`src/hw/scg_pkg.sv`:
```
// package: register map, field layout, reset values and timing for clock generator 3
package scg_pkg;

    // register indices on the serial control frame
    localparam logic [6:0]  REG_MODE_IDX   = 7'h16;
    localparam logic [6:0]  REG_RATE_IDX   = 7'h17;
    localparam logic [6:0]  REG_PHASE_IDX  = 7'h18;

    // values after reset
    localparam logic [15:0] MODE_RST       = 16'h00ff;
    localparam logic [15:0] RATE_RST       = 16'hbb80;
    localparam logic [15:0] PHASE_RST      = 16'h0000;

    // field positions
    localparam int          REF_SEL_BIT    = 15;
    localparam int          VID_SEL_BIT    = 14;
    localparam int          VID_STD_BIT    = 7;
    localparam int          PH_DIR_BIT     = 8;

    // base conversion rates in hertz
    localparam logic [15:0] BASE_48000     = 16'hbb80;
    localparam logic [15:0] BASE_32000     = 16'h7d00;
    localparam logic [15:0] BASE_44100     = 16'hac44;
    localparam logic [15:0] BASE_29400     = 16'h72d8;
    localparam logic [15:0] BASE_44056     = 16'hac18;

    // timing: system clock, phase processing rate and phase step size
    localparam int          CLK_HZ         = 200_000_000;
    localparam int          PH_RATE_HZ     = 3_072_000;
    localparam int          PH_TICK_CYC    = CLK_HZ / PH_RATE_HZ;      // longest spacing, rounded down
    localparam int          PH_STEPS_CYCLE = 3000;                     // 0.12 degrees per count
    localparam logic [28:0] NCO_MOD        = 29'(CLK_HZ);
    localparam logic [28:0] PH_STEP        = 29'(CLK_HZ / PH_STEPS_CYCLE);
    localparam logic [6:0]  PH_TICK_LAST   = 7'(PH_TICK_CYC - 1);

    // one control access decoded from a serial frame
    typedef struct packed {
        logic        wr;
        logic        rd;
        logic [6:0]  addr;
        logic [15:0] data;
    } scg_req_t;

    // video-lock fields of the mode register
    typedef struct packed {
        logic       std;
        logic [2:0] base;
        logic [3:0] div;
    } scg_vmode_t;

endpackage

```
`src/hw/scg_clkgen3.sv`:
```
// clock generator 3 rate select, phase shift and control register file
//
// Summary of operation
// - both select bits set means video-lock mode
// - mode bit 7: 0 NTSC, 1 PAL
// - video rate equals base over divisor
// - base code table, one NTSC-only code (5)
// - divisor codes 0000-0111 give 1-8
// - mode resets 00ff, held during reset/power-down
// - reference bit clear: rate word in hertz
// - rate word resets bb80, held during reset/power-down
// - phase bit 8: advance or retard
// - phase low byte: 0.12 degree counts
// - magnitude decrements one count at 3.072 MHz
// - phase read returns count sampled at frame
// - new phase value replaces remaining count
// - write returns previous contents on the next clock
// - phase clears on reset, power-down, disable
`timescale 1ns/100ps

module scg_clkgen3
    import scg_pkg::*;
(
    input  wire logic        clk_sys_i,
    input  wire logic        rst_i,
    input  wire logic        power_down_pin_n_i,
    input  wire logic        generator_enable_bit_i,
    input  wire logic        frame_start_i,
    input  wire scg_req_t    ctrl_req_i,
    output logic [15:0]      ret_data_o,
    output logic             conv_tick_o,
    output logic [15:0]      conv_rate_hz_o
);

    ////////////////////////////////////////////////////////////////////////
    // helpers

    // base frequency for a video-lock selection; unlisted codes fall back to 48000
    function automatic logic [15:0] base_hz(input scg_vmode_t m);
        case (m.base)
            3'd0:    base_hz = BASE_48000;
            3'd1:    base_hz = BASE_32000;
            3'd2:    base_hz = BASE_44100;
            3'd3:    base_hz = BASE_29400;
            3'd4:    base_hz = BASE_48000;
            3'd5:    base_hz = m.std ? BASE_48000 : BASE_44056;
            default: base_hz = BASE_48000;
        endcase
    endfunction

    // divisor 1..8 from the low code; codes with bit 3 set divide by one
    function automatic logic [3:0] div_of(input logic [3:0] code);
        div_of = code[3] ? 4'd1 : {1'b0, code[2:0]} + 4'd1;
    endfunction

    logic [15:0] mode_q;
    logic [15:0] rate_q;
    logic        ph_dir_q;
    logic [7:0]  ph_mag_q;
    logic [7:0]  ph_snap_q;
    logic [6:0]  ph_cnt_q;
    logic        ph_tick;
    logic [28:0] acc_q;
    logic [28:0] acc_sum;
    logic        hold;
    logic        ph_hold;
    logic        wr_mode;
    logic        wr_rate;
    logic        wr_phase;
    logic        video;
    scg_vmode_t  vmode;
    logic [15:0] target_d;

    // register holds and write decodes
    assign hold     = rst_i | ~power_down_pin_n_i;
    assign ph_hold  = hold | ~generator_enable_bit_i;
    assign wr_mode  = ctrl_req_i.wr & (ctrl_req_i.addr == REG_MODE_IDX);
    assign wr_rate  = ctrl_req_i.wr & (ctrl_req_i.addr == REG_RATE_IDX);
    assign wr_phase = ctrl_req_i.wr & (ctrl_req_i.addr == REG_PHASE_IDX);
    assign video    = mode_q[REF_SEL_BIT] & mode_q[VID_SEL_BIT];
    assign vmode    = mode_q[7:0];

    ////////////////////////////////////////////////////////////////////////
    // control registers

    // mode select register
    always_ff @(posedge clk_sys_i) begin
        if (hold) begin
            mode_q <= MODE_RST;
        end else if (wr_mode) begin
            mode_q <= ctrl_req_i.data;
        end
    end

    // rate word register
    always_ff @(posedge clk_sys_i) begin
        if (hold) begin
            rate_q <= RATE_RST;
        end else if (wr_rate) begin
            rate_q <= ctrl_req_i.data;
        end
    end

    // phase register: a write replaces whatever is still pending
    always_ff @(posedge clk_sys_i) begin
        if (ph_hold) begin
            ph_dir_q <= PHASE_RST[PH_DIR_BIT];
            ph_mag_q <= PHASE_RST[7:0];
        end else if (wr_phase) begin
            ph_dir_q <= ctrl_req_i.data[PH_DIR_BIT];
            ph_mag_q <= ctrl_req_i.data[7:0];
        end else if (ph_tick && ph_mag_q != 8'h00) begin
            ph_mag_q <= ph_mag_q - 8'd1;
        end
    end

    // remaining count captured at frame start for read-back
    always_ff @(posedge clk_sys_i) begin
        if (ph_hold) begin
            ph_snap_q <= 8'h00;
        end else if (frame_start_i) begin
            ph_snap_q <= ph_mag_q;
        end
    end

    // answer word for slot 1: old contents on a write, current on a read
    always_ff @(posedge clk_sys_i) begin
        if (rst_i) begin
            ret_data_o <= 16'h0000;
        end else if (ctrl_req_i.wr || ctrl_req_i.rd) begin
            case (ctrl_req_i.addr)
                REG_MODE_IDX:  ret_data_o <= mode_q;
                REG_RATE_IDX:  ret_data_o <= rate_q;
                REG_PHASE_IDX: ret_data_o <= {7'h00, ph_dir_q, ph_snap_q};
                default:       ret_data_o <= 16'h0000; // unmapped reads as zero
            endcase
        end
    end

    ////////////////////////////////////////////////////////////////////////
    // rate selection and sample clock

    // chosen conversion rate in hertz
    always_comb begin
        if (video) begin
            target_d = base_hz(vmode) / {12'h000, div_of(vmode.div)};
        end else begin
            target_d = rate_q;
        end
    end

    always_ff @(posedge clk_sys_i) begin
        if (hold) begin
            conv_rate_hz_o <= RATE_RST;
        end else begin
            conv_rate_hz_o <= target_d;
        end
    end

    // phase processing strobe at the decrement rate
    always_ff @(posedge clk_sys_i) begin
        if (rst_i || ph_cnt_q == PH_TICK_LAST) begin
            ph_cnt_q <= 7'h00;
        end else begin
            ph_cnt_q <= ph_cnt_q + 7'd1;
        end
    end
    assign ph_tick = (ph_cnt_q == PH_TICK_LAST);

    // accumulator sum for this cycle: the rate, nudged by one phase step per processed count
    always_comb begin
        acc_sum = acc_q + {13'h0, conv_rate_hz_o};
        if (ph_tick && ph_mag_q != 8'h00) begin
            if (!ph_dir_q) begin
                acc_sum = acc_sum + PH_STEP; // advance
            end else if (acc_sum >= PH_STEP) begin
                acc_sum = acc_sum - PH_STEP; // retard
            end else begin
                acc_sum = acc_sum + NCO_MOD - PH_STEP; // retard past zero wraps back a period
            end
        end
    end

    // phase accumulator: wraps at the system clock rate, one sample tick per wrap
    always_ff @(posedge clk_sys_i) begin
        if (hold) begin
            acc_q       <= 29'h0000000;
            conv_tick_o <= 1'b0;
        end else if (acc_sum >= NCO_MOD) begin
            acc_q       <= acc_sum - NCO_MOD;
            conv_tick_o <= 1'b1;
        end else begin
            acc_q       <= acc_sum;
            conv_tick_o <= 1'b0;
        end
    end
endmodule

```
`config.mk`:
```
export PLATFORM = sky130hd
export DESIGN_NAME = scg_clkgen3
export DESIGN_NICKNAME = d
export VERILOG_FILES = /design/src/hw/scg_pkg.sv /design/src/hw/scg_clkgen3.sv
export SDC_FILE = /design/constraint.sdc
export NUM_CORES = 1
export LEC_CHECK = 0
export BUFFER_PORTS_ARGS = -buffer_cell sky130_fd_sc_hd__buf_2
export CAP_MARGIN = 30
export CELL_PAD_IN_SITES_DETAIL_PLACEMENT = 0
export CELL_PAD_IN_SITES_GLOBAL_PLACEMENT = 2
export CORE_MARGIN = 4
export CORE_UTILIZATION = 37
export CTS_BUF_LIST = sky130_fd_sc_hd__clkbuf_8 sky130_fd_sc_hd__clkbuf_16
export CTS_CLUSTER_SIZE = 8
export DETAILED_ROUTE_END_ITERATION = 8
export PLACE_DENSITY = 0.83
export SLEW_MARGIN = 20
export SYNTH_ARGS = -nofsm -noshare
export SYNTH_HDL_FRONTEND = slang
export SYNTH_SLANG_ARGS = --single-unit
export TNS_END_PERCENT = 20
```
`constraint.sdc`:
```
create_clock -name clk_sys_i -period 32.2 [get_ports clk_sys_i]
set_clock_uncertainty 0.15 [all_clocks]
set_input_delay 6.44 -clock clk_sys_i [delete_from_list [all_inputs] [get_ports clk_sys_i]]
set_output_delay 6.44 -clock clk_sys_i [all_outputs]
set_load 0.02 [all_outputs]
```
==> impl_metrics.yaml, run 1 <==
status:
  status: "finished, final reports clean"
synth:
  syn_area_um2: 12490
  syn_nets: 1797
  yosys_warnings: 0
  ys.flop_type: "dfxtp_1"
  synth.largest_area_cell: "dfxtp_1"
  synth_area_leaders: "dfxtp_1 19%, ha_1 8.1%, nor2_1 6.0%, nand2_1 5.4%, xnor2_1 4.9%"
  synth_cells: 1684
  synthArstFlopShare: 0
  ys_types: 112
  yosysSeqAreaShare: 0.1891
  synth-edff-count: 0
  synth_top_area_share: 0.1891
  syn_area_per_cell_um2: 7.417
  ys_seq_elements: 118
clock_network:
  cts_tree: "yes"
  clock_path_buffers: 2
  cts_setup_buffers: 0
  cts-root-buf: "clkbuf_16"
  clk_latency_ns: 0.43
  h-tree-depth: 4
  clock-sinks: 118
  cts_buffers: 17
  clk_pin_slew_ns: 0.06
routing:
  antenna_left: 0
  wl_um: 40320
  dr_total_vias: 12620
  dr.pass1.iters: 5
  via_per_inst: 5.789
  wl_per_cell_um: 18.49
  drt_iter0_drc: 752
  drc_errors: 0
global_routing:
  first_global_vias: 11900
  grt_max_degree: 53
  antenna_found_initial: 1
  grt.total_usage: 0.2152
  grt-ovfl-total: 0
  grt_pass1_wl_um: 64510
worst_setup_path:
  required_ns: 32.33
  reg2reg_from: "mode_q[4]$_SDFFE_PP1P_"
  crit_path_end_kind: "register"
  worstPathArrival_ns: 29.60
  path_max_fanout: 14
  crit_start: "mode_q[4]$_SDFFE_PP1P_"
  crit_top_cell: "ha_1"
  worstSetupPathType: "register to register"
  path_buf_inv: 3
  max_stage_delay_ns: 0.57
  cp_slowest_cell: "or4_4"
  reg2reg_slack_ns: 2.73
  cp-start-kind: "register"
  cpLargestDelayFamily: "compound AO/OA/AOI/OAI gates"
power:
  switching_share: 0.5636
  pwr-share-clk: 0.120
  sequentialPowerShare: 0.091
  power_density_nw_per_um2: 118.2
  combPwrFrac: 0.789
  p_int_uw: 714.1
  switchingPower_uw: 922.1
  p_leak_uw: 0.005218
  vdd_drop_max_mv: 0.1272
floorplanning:
  die_y_um: 191.7
  fp.coreArea_um2: 33450
  start_util: 0.3734
  die_area_um2: 36760
  rows: 67
  die_w_um: 191.7
  boundaryPins: 63
timing:
  final.setup.tns_ns: 0
  rsz0062_at_grt: "false"
  min_period_ns: 29.47
  slew_viol_final: 0
  postLayoutSetupSlackWorst_ns: 2.732
  fmaxAchievable_mhz: 33.93
  hold_violations: 0
  slew_headroom: 0.3340
  setup_violations: 0
  min_period_over_period: 0.9152
  worst_pin_slew_ns: 0.9865
finish:
  drive_gt1_frac: 0.1271
  final_util: 0.4139
  layoutNonFillerInstCount: 2180
  layout_common_cells: "200 x nor2_1, 178 x nand2_1, 118 x dfxtp_1, 113 x a21oi_1, 83 x nor3_1"
  syn_to_final_growth_pct: 10.85
  layout_commonest_cell: "nor2_1"
  final_area_um2: 13850
  num-nets-final: 1832
placement:
  dp.cells: 2148
  placed_cell_area_um2: 13220
  hpwl_um: 31330
  io_buffers: 62
  gp_congestion: 0.8822
  post-place-ws_ns: 2.074
worst_hold_path:
  worstHoldPathType: "register to register"
  min-delay-start: "mode_q[9]$_SDFFE_PP0P_"
job:
  drv_cap: 0
-- layer usage --
layer	track usage	share of wire	vias to the layer above
met4	0.05028	0.016	0
met5	0	0	-
met2	0.3522	0.46	262
met3	0.01654	0.036	34
met1	0.3082	0.49	5992
li1	-	-	6333
-- through the flow --
stage                     power [uW]  hold slack, ns
final                           1636          0.3060
after global routing            1771          0.3175
after CTS                       1621          0.3053
after detailed placement        1415          0.2966
after global placement          1418          0.2902
after floorplan                 1135          0.2838
-- flip-flops by register name, indices dropped and copies added (netlist names) --
| register | count |
|---|---|
| ph_dir_q | 1 |
| ph_mag_q | 8 |
| acc_q | 29 |
| ph_cnt_q | 7 |
| ret_data_o | 16 |
| mode_q | 16 |
| conv_rate_hz_o | 16 |
| ph_snap_q | 8 |
| conv_tick_o | 1 |
| rate_q | 16 |
-- final timing paths --
kind | endpoint | cells after the start
worst max-delay path | conv_rate_hz_o[0]$_SDFF_PP0_ | 126
worst min-delay path | mode_q[9]$_SDFFE_PP0P_ | 2
worst max register to register | conv_rate_hz_o[0]$_SDFF_PP0_ | 126
worst min register to register | mode_q[9]$_SDFFE_PP0P_ | 2
-- cells by family (layout without fill, tap and decap cells) --
kind of cell | after synthesis | after routing | share of synthesized area
flip-flops | 118 | 118 | 0.1891
other | 2 | 3 | 0.0006012
adder cells (fa/ha/maj) | 84 | 84 | 0.08524
AO/OA/AOI/OAI | 476 | 476 | 0.2744
XOR/XNOR | 101 | 101 | 0.07082
multiplexers | 57 | 57 | 0.04938
AND/OR/NAND/NOR | 743 | 743 | 0.2975
buffers and inverters | 103 | 150 | 0.03295
-- cells in the mapped netlist, drive strengths merged, types with 19 or more instances --
| master | instances |
|---|---|
| clkbuf | 48 |
| a21o | 25 |
| nor3 | 88 |
| ha | 81 |
| mux2i | 29 |
| nand2 | 180 |
| a211oi | 31 |
| or3 | 19 |
| o21ai | 69 |
| a21oi | 122 |
| dfxtp | 118 |
| o21a | 34 |
| o211ai | 27 |
| inv | 42 |
| and2 | 20 |
| nand2b | 19 |
| mux2 | 28 |
| nor2 | 203 |
| or2 | 26 |
| and3 | 21 |
| xnor2 | 70 |
| nand4 | 22 |
| nand3 | 76 |
| xor2 | 31 |
-- worst min-delay path: cells and delay by family, from the launching register on --
kind | cells | cell delay (ns)
AO/OA/AOI/OAI | 1 | 0.05
flip-flops | 1 | 0.31
AND/OR/NAND/NOR | 1 | 0.05
-- power by group through the flow --
stage | clock [uW] | combinational (uW) | sequential [uW]
3_5_place_dp | 0 | 1260 | 152
5_1_grt | 206 | 1420 | 149
4_1_cts | 200 | 1270 | 149
2_1_floorplan | 0 | 982 | 153
3_3_place_gp | 0 | 1270 | 152
6_report | 197 | 1290 | 149
-- timing repair --
action,4_1_cts,5_1_grt
endpoints found under the setup margin,0,1
hold buffers,0,0
gates resized for setup,0,8
endpoints found under the hold margin,0,0
-- cell type report --
cell class / count / area [um2]
diodes: 1 / 2.502
clock buffers: 17 / 425.4
clock inverters: 14 / 173.9
fillers: 3468 / 19600
inverters: 43 / 161.4
multi-input cells: 1463 / 9744
flip-flops and latches: 118 / 2362
well taps: 448 / 560.5
repair buffers: 76 / 415.4
No activity file was read; power rests on OpenSTA's default activity.
==> run 2: changes to the inputs <==
--- a/config.mk
+++ b/config.mk
@@ -15,6 +15,7 @@
 export CTS_CLUSTER_SIZE = 8
 export DETAILED_ROUTE_END_ITERATION = 8
 export PLACE_DENSITY = 0.83
+export RECOVER_POWER = 50
 export SLEW_MARGIN = 20
 export SYNTH_ARGS = -nofsm -noshare
 export SYNTH_HDL_FRONTEND = slang
==> run 2 against run 1 <==
  * The run now ends with capacitance limit, slew limit left
  * Fmax about the same
  * Clock power barely moved
  * Combinational power barely moved
  * Core utilization fell by 0.17 points
  * Critical path depth stayed put
  * Global-route usage unchanged
  * Critical path type unchanged
  * Critical endpoint unchanged
  * Largest cell class unchanged
==> impl_metrics.yaml, run 2 (same netlist as run 1, synthesis figures left out) <==
status:
  status: "complete, but fails checks"
  failed_checks: "capacitance limit, slew limit"
floorplanning:
  boundaryPins: 63
  die_y_um: 191.7
  start_util: 0.3734
  rows: 67
  die_w_um: 191.7
  fp.coreArea_um2: 33450
  die_area_um2: 36760
finish:
  layout_common_cells: "200 x nor2_1, 178 x nand2_1, 118 x dfxtp_1, 113 x a21oi_1, 83 x nor3_1"
  largest_reg_flops: 29
  layout_commonest_cell: "nor2_1"
  regMostFlops: "acc_q"
  drive_gt1_frac: 0.1051
  antenna_cells: 0
  syn_to_final_growth_pct: 10.39
  final_area_um2: 13790
  num-nets-final: 1832
power:
  combPwrFrac: 0.789
  vdd_drop_max_mv: 0.1273
  sequentialPowerShare: 0.091
  pwr-share-clk: 0.120
  power_density_nw_per_um2: 118.8
  switchingPower_uw: 923.6
  p_int_uw: 713.9
  power_uw: 1637
  p_leak_uw: 0.005081
  switching_share: 0.5640
worst_setup_path:
  max_stage_delay_ns: 0.57
  required_ns: 32.32
  crit_path_end_kind: "register"
  cp-start-kind: "register"
  path_max_fanout: 14
  crit_top_cell: "ha_1"
  cp_slowest_cell: "or4_4"
  ff2ff_path_depth: 126
  worstPathArrival_ns: 29.61
  worstSetupPathType: "register to register"
timing:
  slew_viol_final: 53
  hold_slack_ns: 0.3060
  postLayoutSetupSlackWorst_ns: 2.713
  min_period_over_period: 0.9157
  min_period_ns: 29.49
  slew_headroom: -0.8597
  hold_violations: 0
  final.setup.tns_ns: 0
  worst_pin_slew_ns: 2.789
  fmaxAchievable_mhz: 33.91
  rsz0062_at_grt: "false"
  setup_violations: 0
global_routing:
  grt_pass1_wl_um: 64510
  grt_max_degree: 53
  antenna_found_initial: 1
  grt-ovfl-total: 0
  grt.total_usage: 0.2152
  first_global_vias: 11900
routing:
  drt_iter0_drc: 775
  dr_total_vias: 12580
  wl_um: 40360
  dr.pass1.iters: 6
  drc_errors: 0
  antenna_left: 0
  via_per_inst: 5.773
  wl_per_cell_um: 18.52
clock_network:
  clk_latency_ns: 0.43
  clk_pin_slew_ns: 0.06
  clock_path_buffers: 2
  clock-sinks: 118
  h-tree-depth: 4
  cts_buffers: 17
  cts_resized: 0
  cts_setup_buffers: 0
  cts_tree: "yes"
  cts-root-buf: "clkbuf_16"
  hold_buffers: 0
placement:
  io_buffers: 62
  hpwl_um: 31330
  post-place-ws_ns: 2.074
  gp_congestion: 0.8822
  placed_cell_area_um2: 13220
worst_hold_path:
  worstHoldPathType: "register to register"
  whs_path_depth: 2
job:
  drv_cap: 1
==> run 2: cell types whose count changed in the layout (fill, tap and decap cells not counted), sizes merged <==
cell and delta:
buf -38, clkbuf +38, diode -1
==> run 2: power by group through the flow <==
stage / sequential [uW] / clock [uW] / combinational (uW)
floorplan: 153 / 0 / 982
global placement: 152 / 0 / 1270
detailed placement: 152 / 0 / 1260
CTS: 149 / 200 / 1270
global route: 149 / 206 / 1410
finish: 149 / 196 / 1290
==> run 2: path summary, 6_finish.rpt <==
check                         startpoint                           end  slack, ns
setup / recovery  mode_q[4]$_SDFFE_PP1P_  conv_rate_hz_o[0]$_SDFF_PP0_       2.71
hold / removal    mode_q[9]$_SDFFE_PP0P_        mode_q[9]$_SDFFE_PP0P_       0.31
setup reg to reg  mode_q[4]$_SDFFE_PP1P_  conv_rate_hz_o[0]$_SDFF_PP0_       2.71
hold reg to reg   mode_q[9]$_SDFFE_PP0P_        mode_q[9]$_SDFFE_PP0P_       0.31
==> run 2: cell type report <==
cell class / instances / area [um2]
inverters: 43 / 161.4
fillers: 3486 / 19660
repair buffers: 76 / 360.3
clock buffers: 17 / 425.4
multi-input cells: 1463 / 9744
clock inverters: 14 / 173.9
well taps: 448 / 560.5
flip-flops and latches: 118 / 2362
==> run 2: worst max-delay path, delay by kind of cell, from the launching register on <==
kind                       cells  cell delay [ns]
and+or+nand+nor               51            11.57
AOI/OAI and AO/OA             52            10.96
adders and majority gates     16             4.56
muxes                          4             1.27
DFF                            1             0.46
buffers and inverters          3             0.32
==> run 2: per-layer routing <==
layer | up-vias | share of wire | global-route usage
li1 | 6325 | - | -
met1 | 6000 | 0.49 | 0.3082
met2 | 225 | 0.46 | 0.3522
met3 | 29 | 0.030 | 0.01654
met4 | 0 | 0.016 | 0.05028
met5 | - | 0 | 0
==> run 2: per-stage QoR <==
stage	instances	utilization
global route	2179	0.4122
detailed placement	2148	0.3953
CTS	2179	0.4132
floorplan	1684	-
global placement	2148	0.3953
finish	2179	0.4122
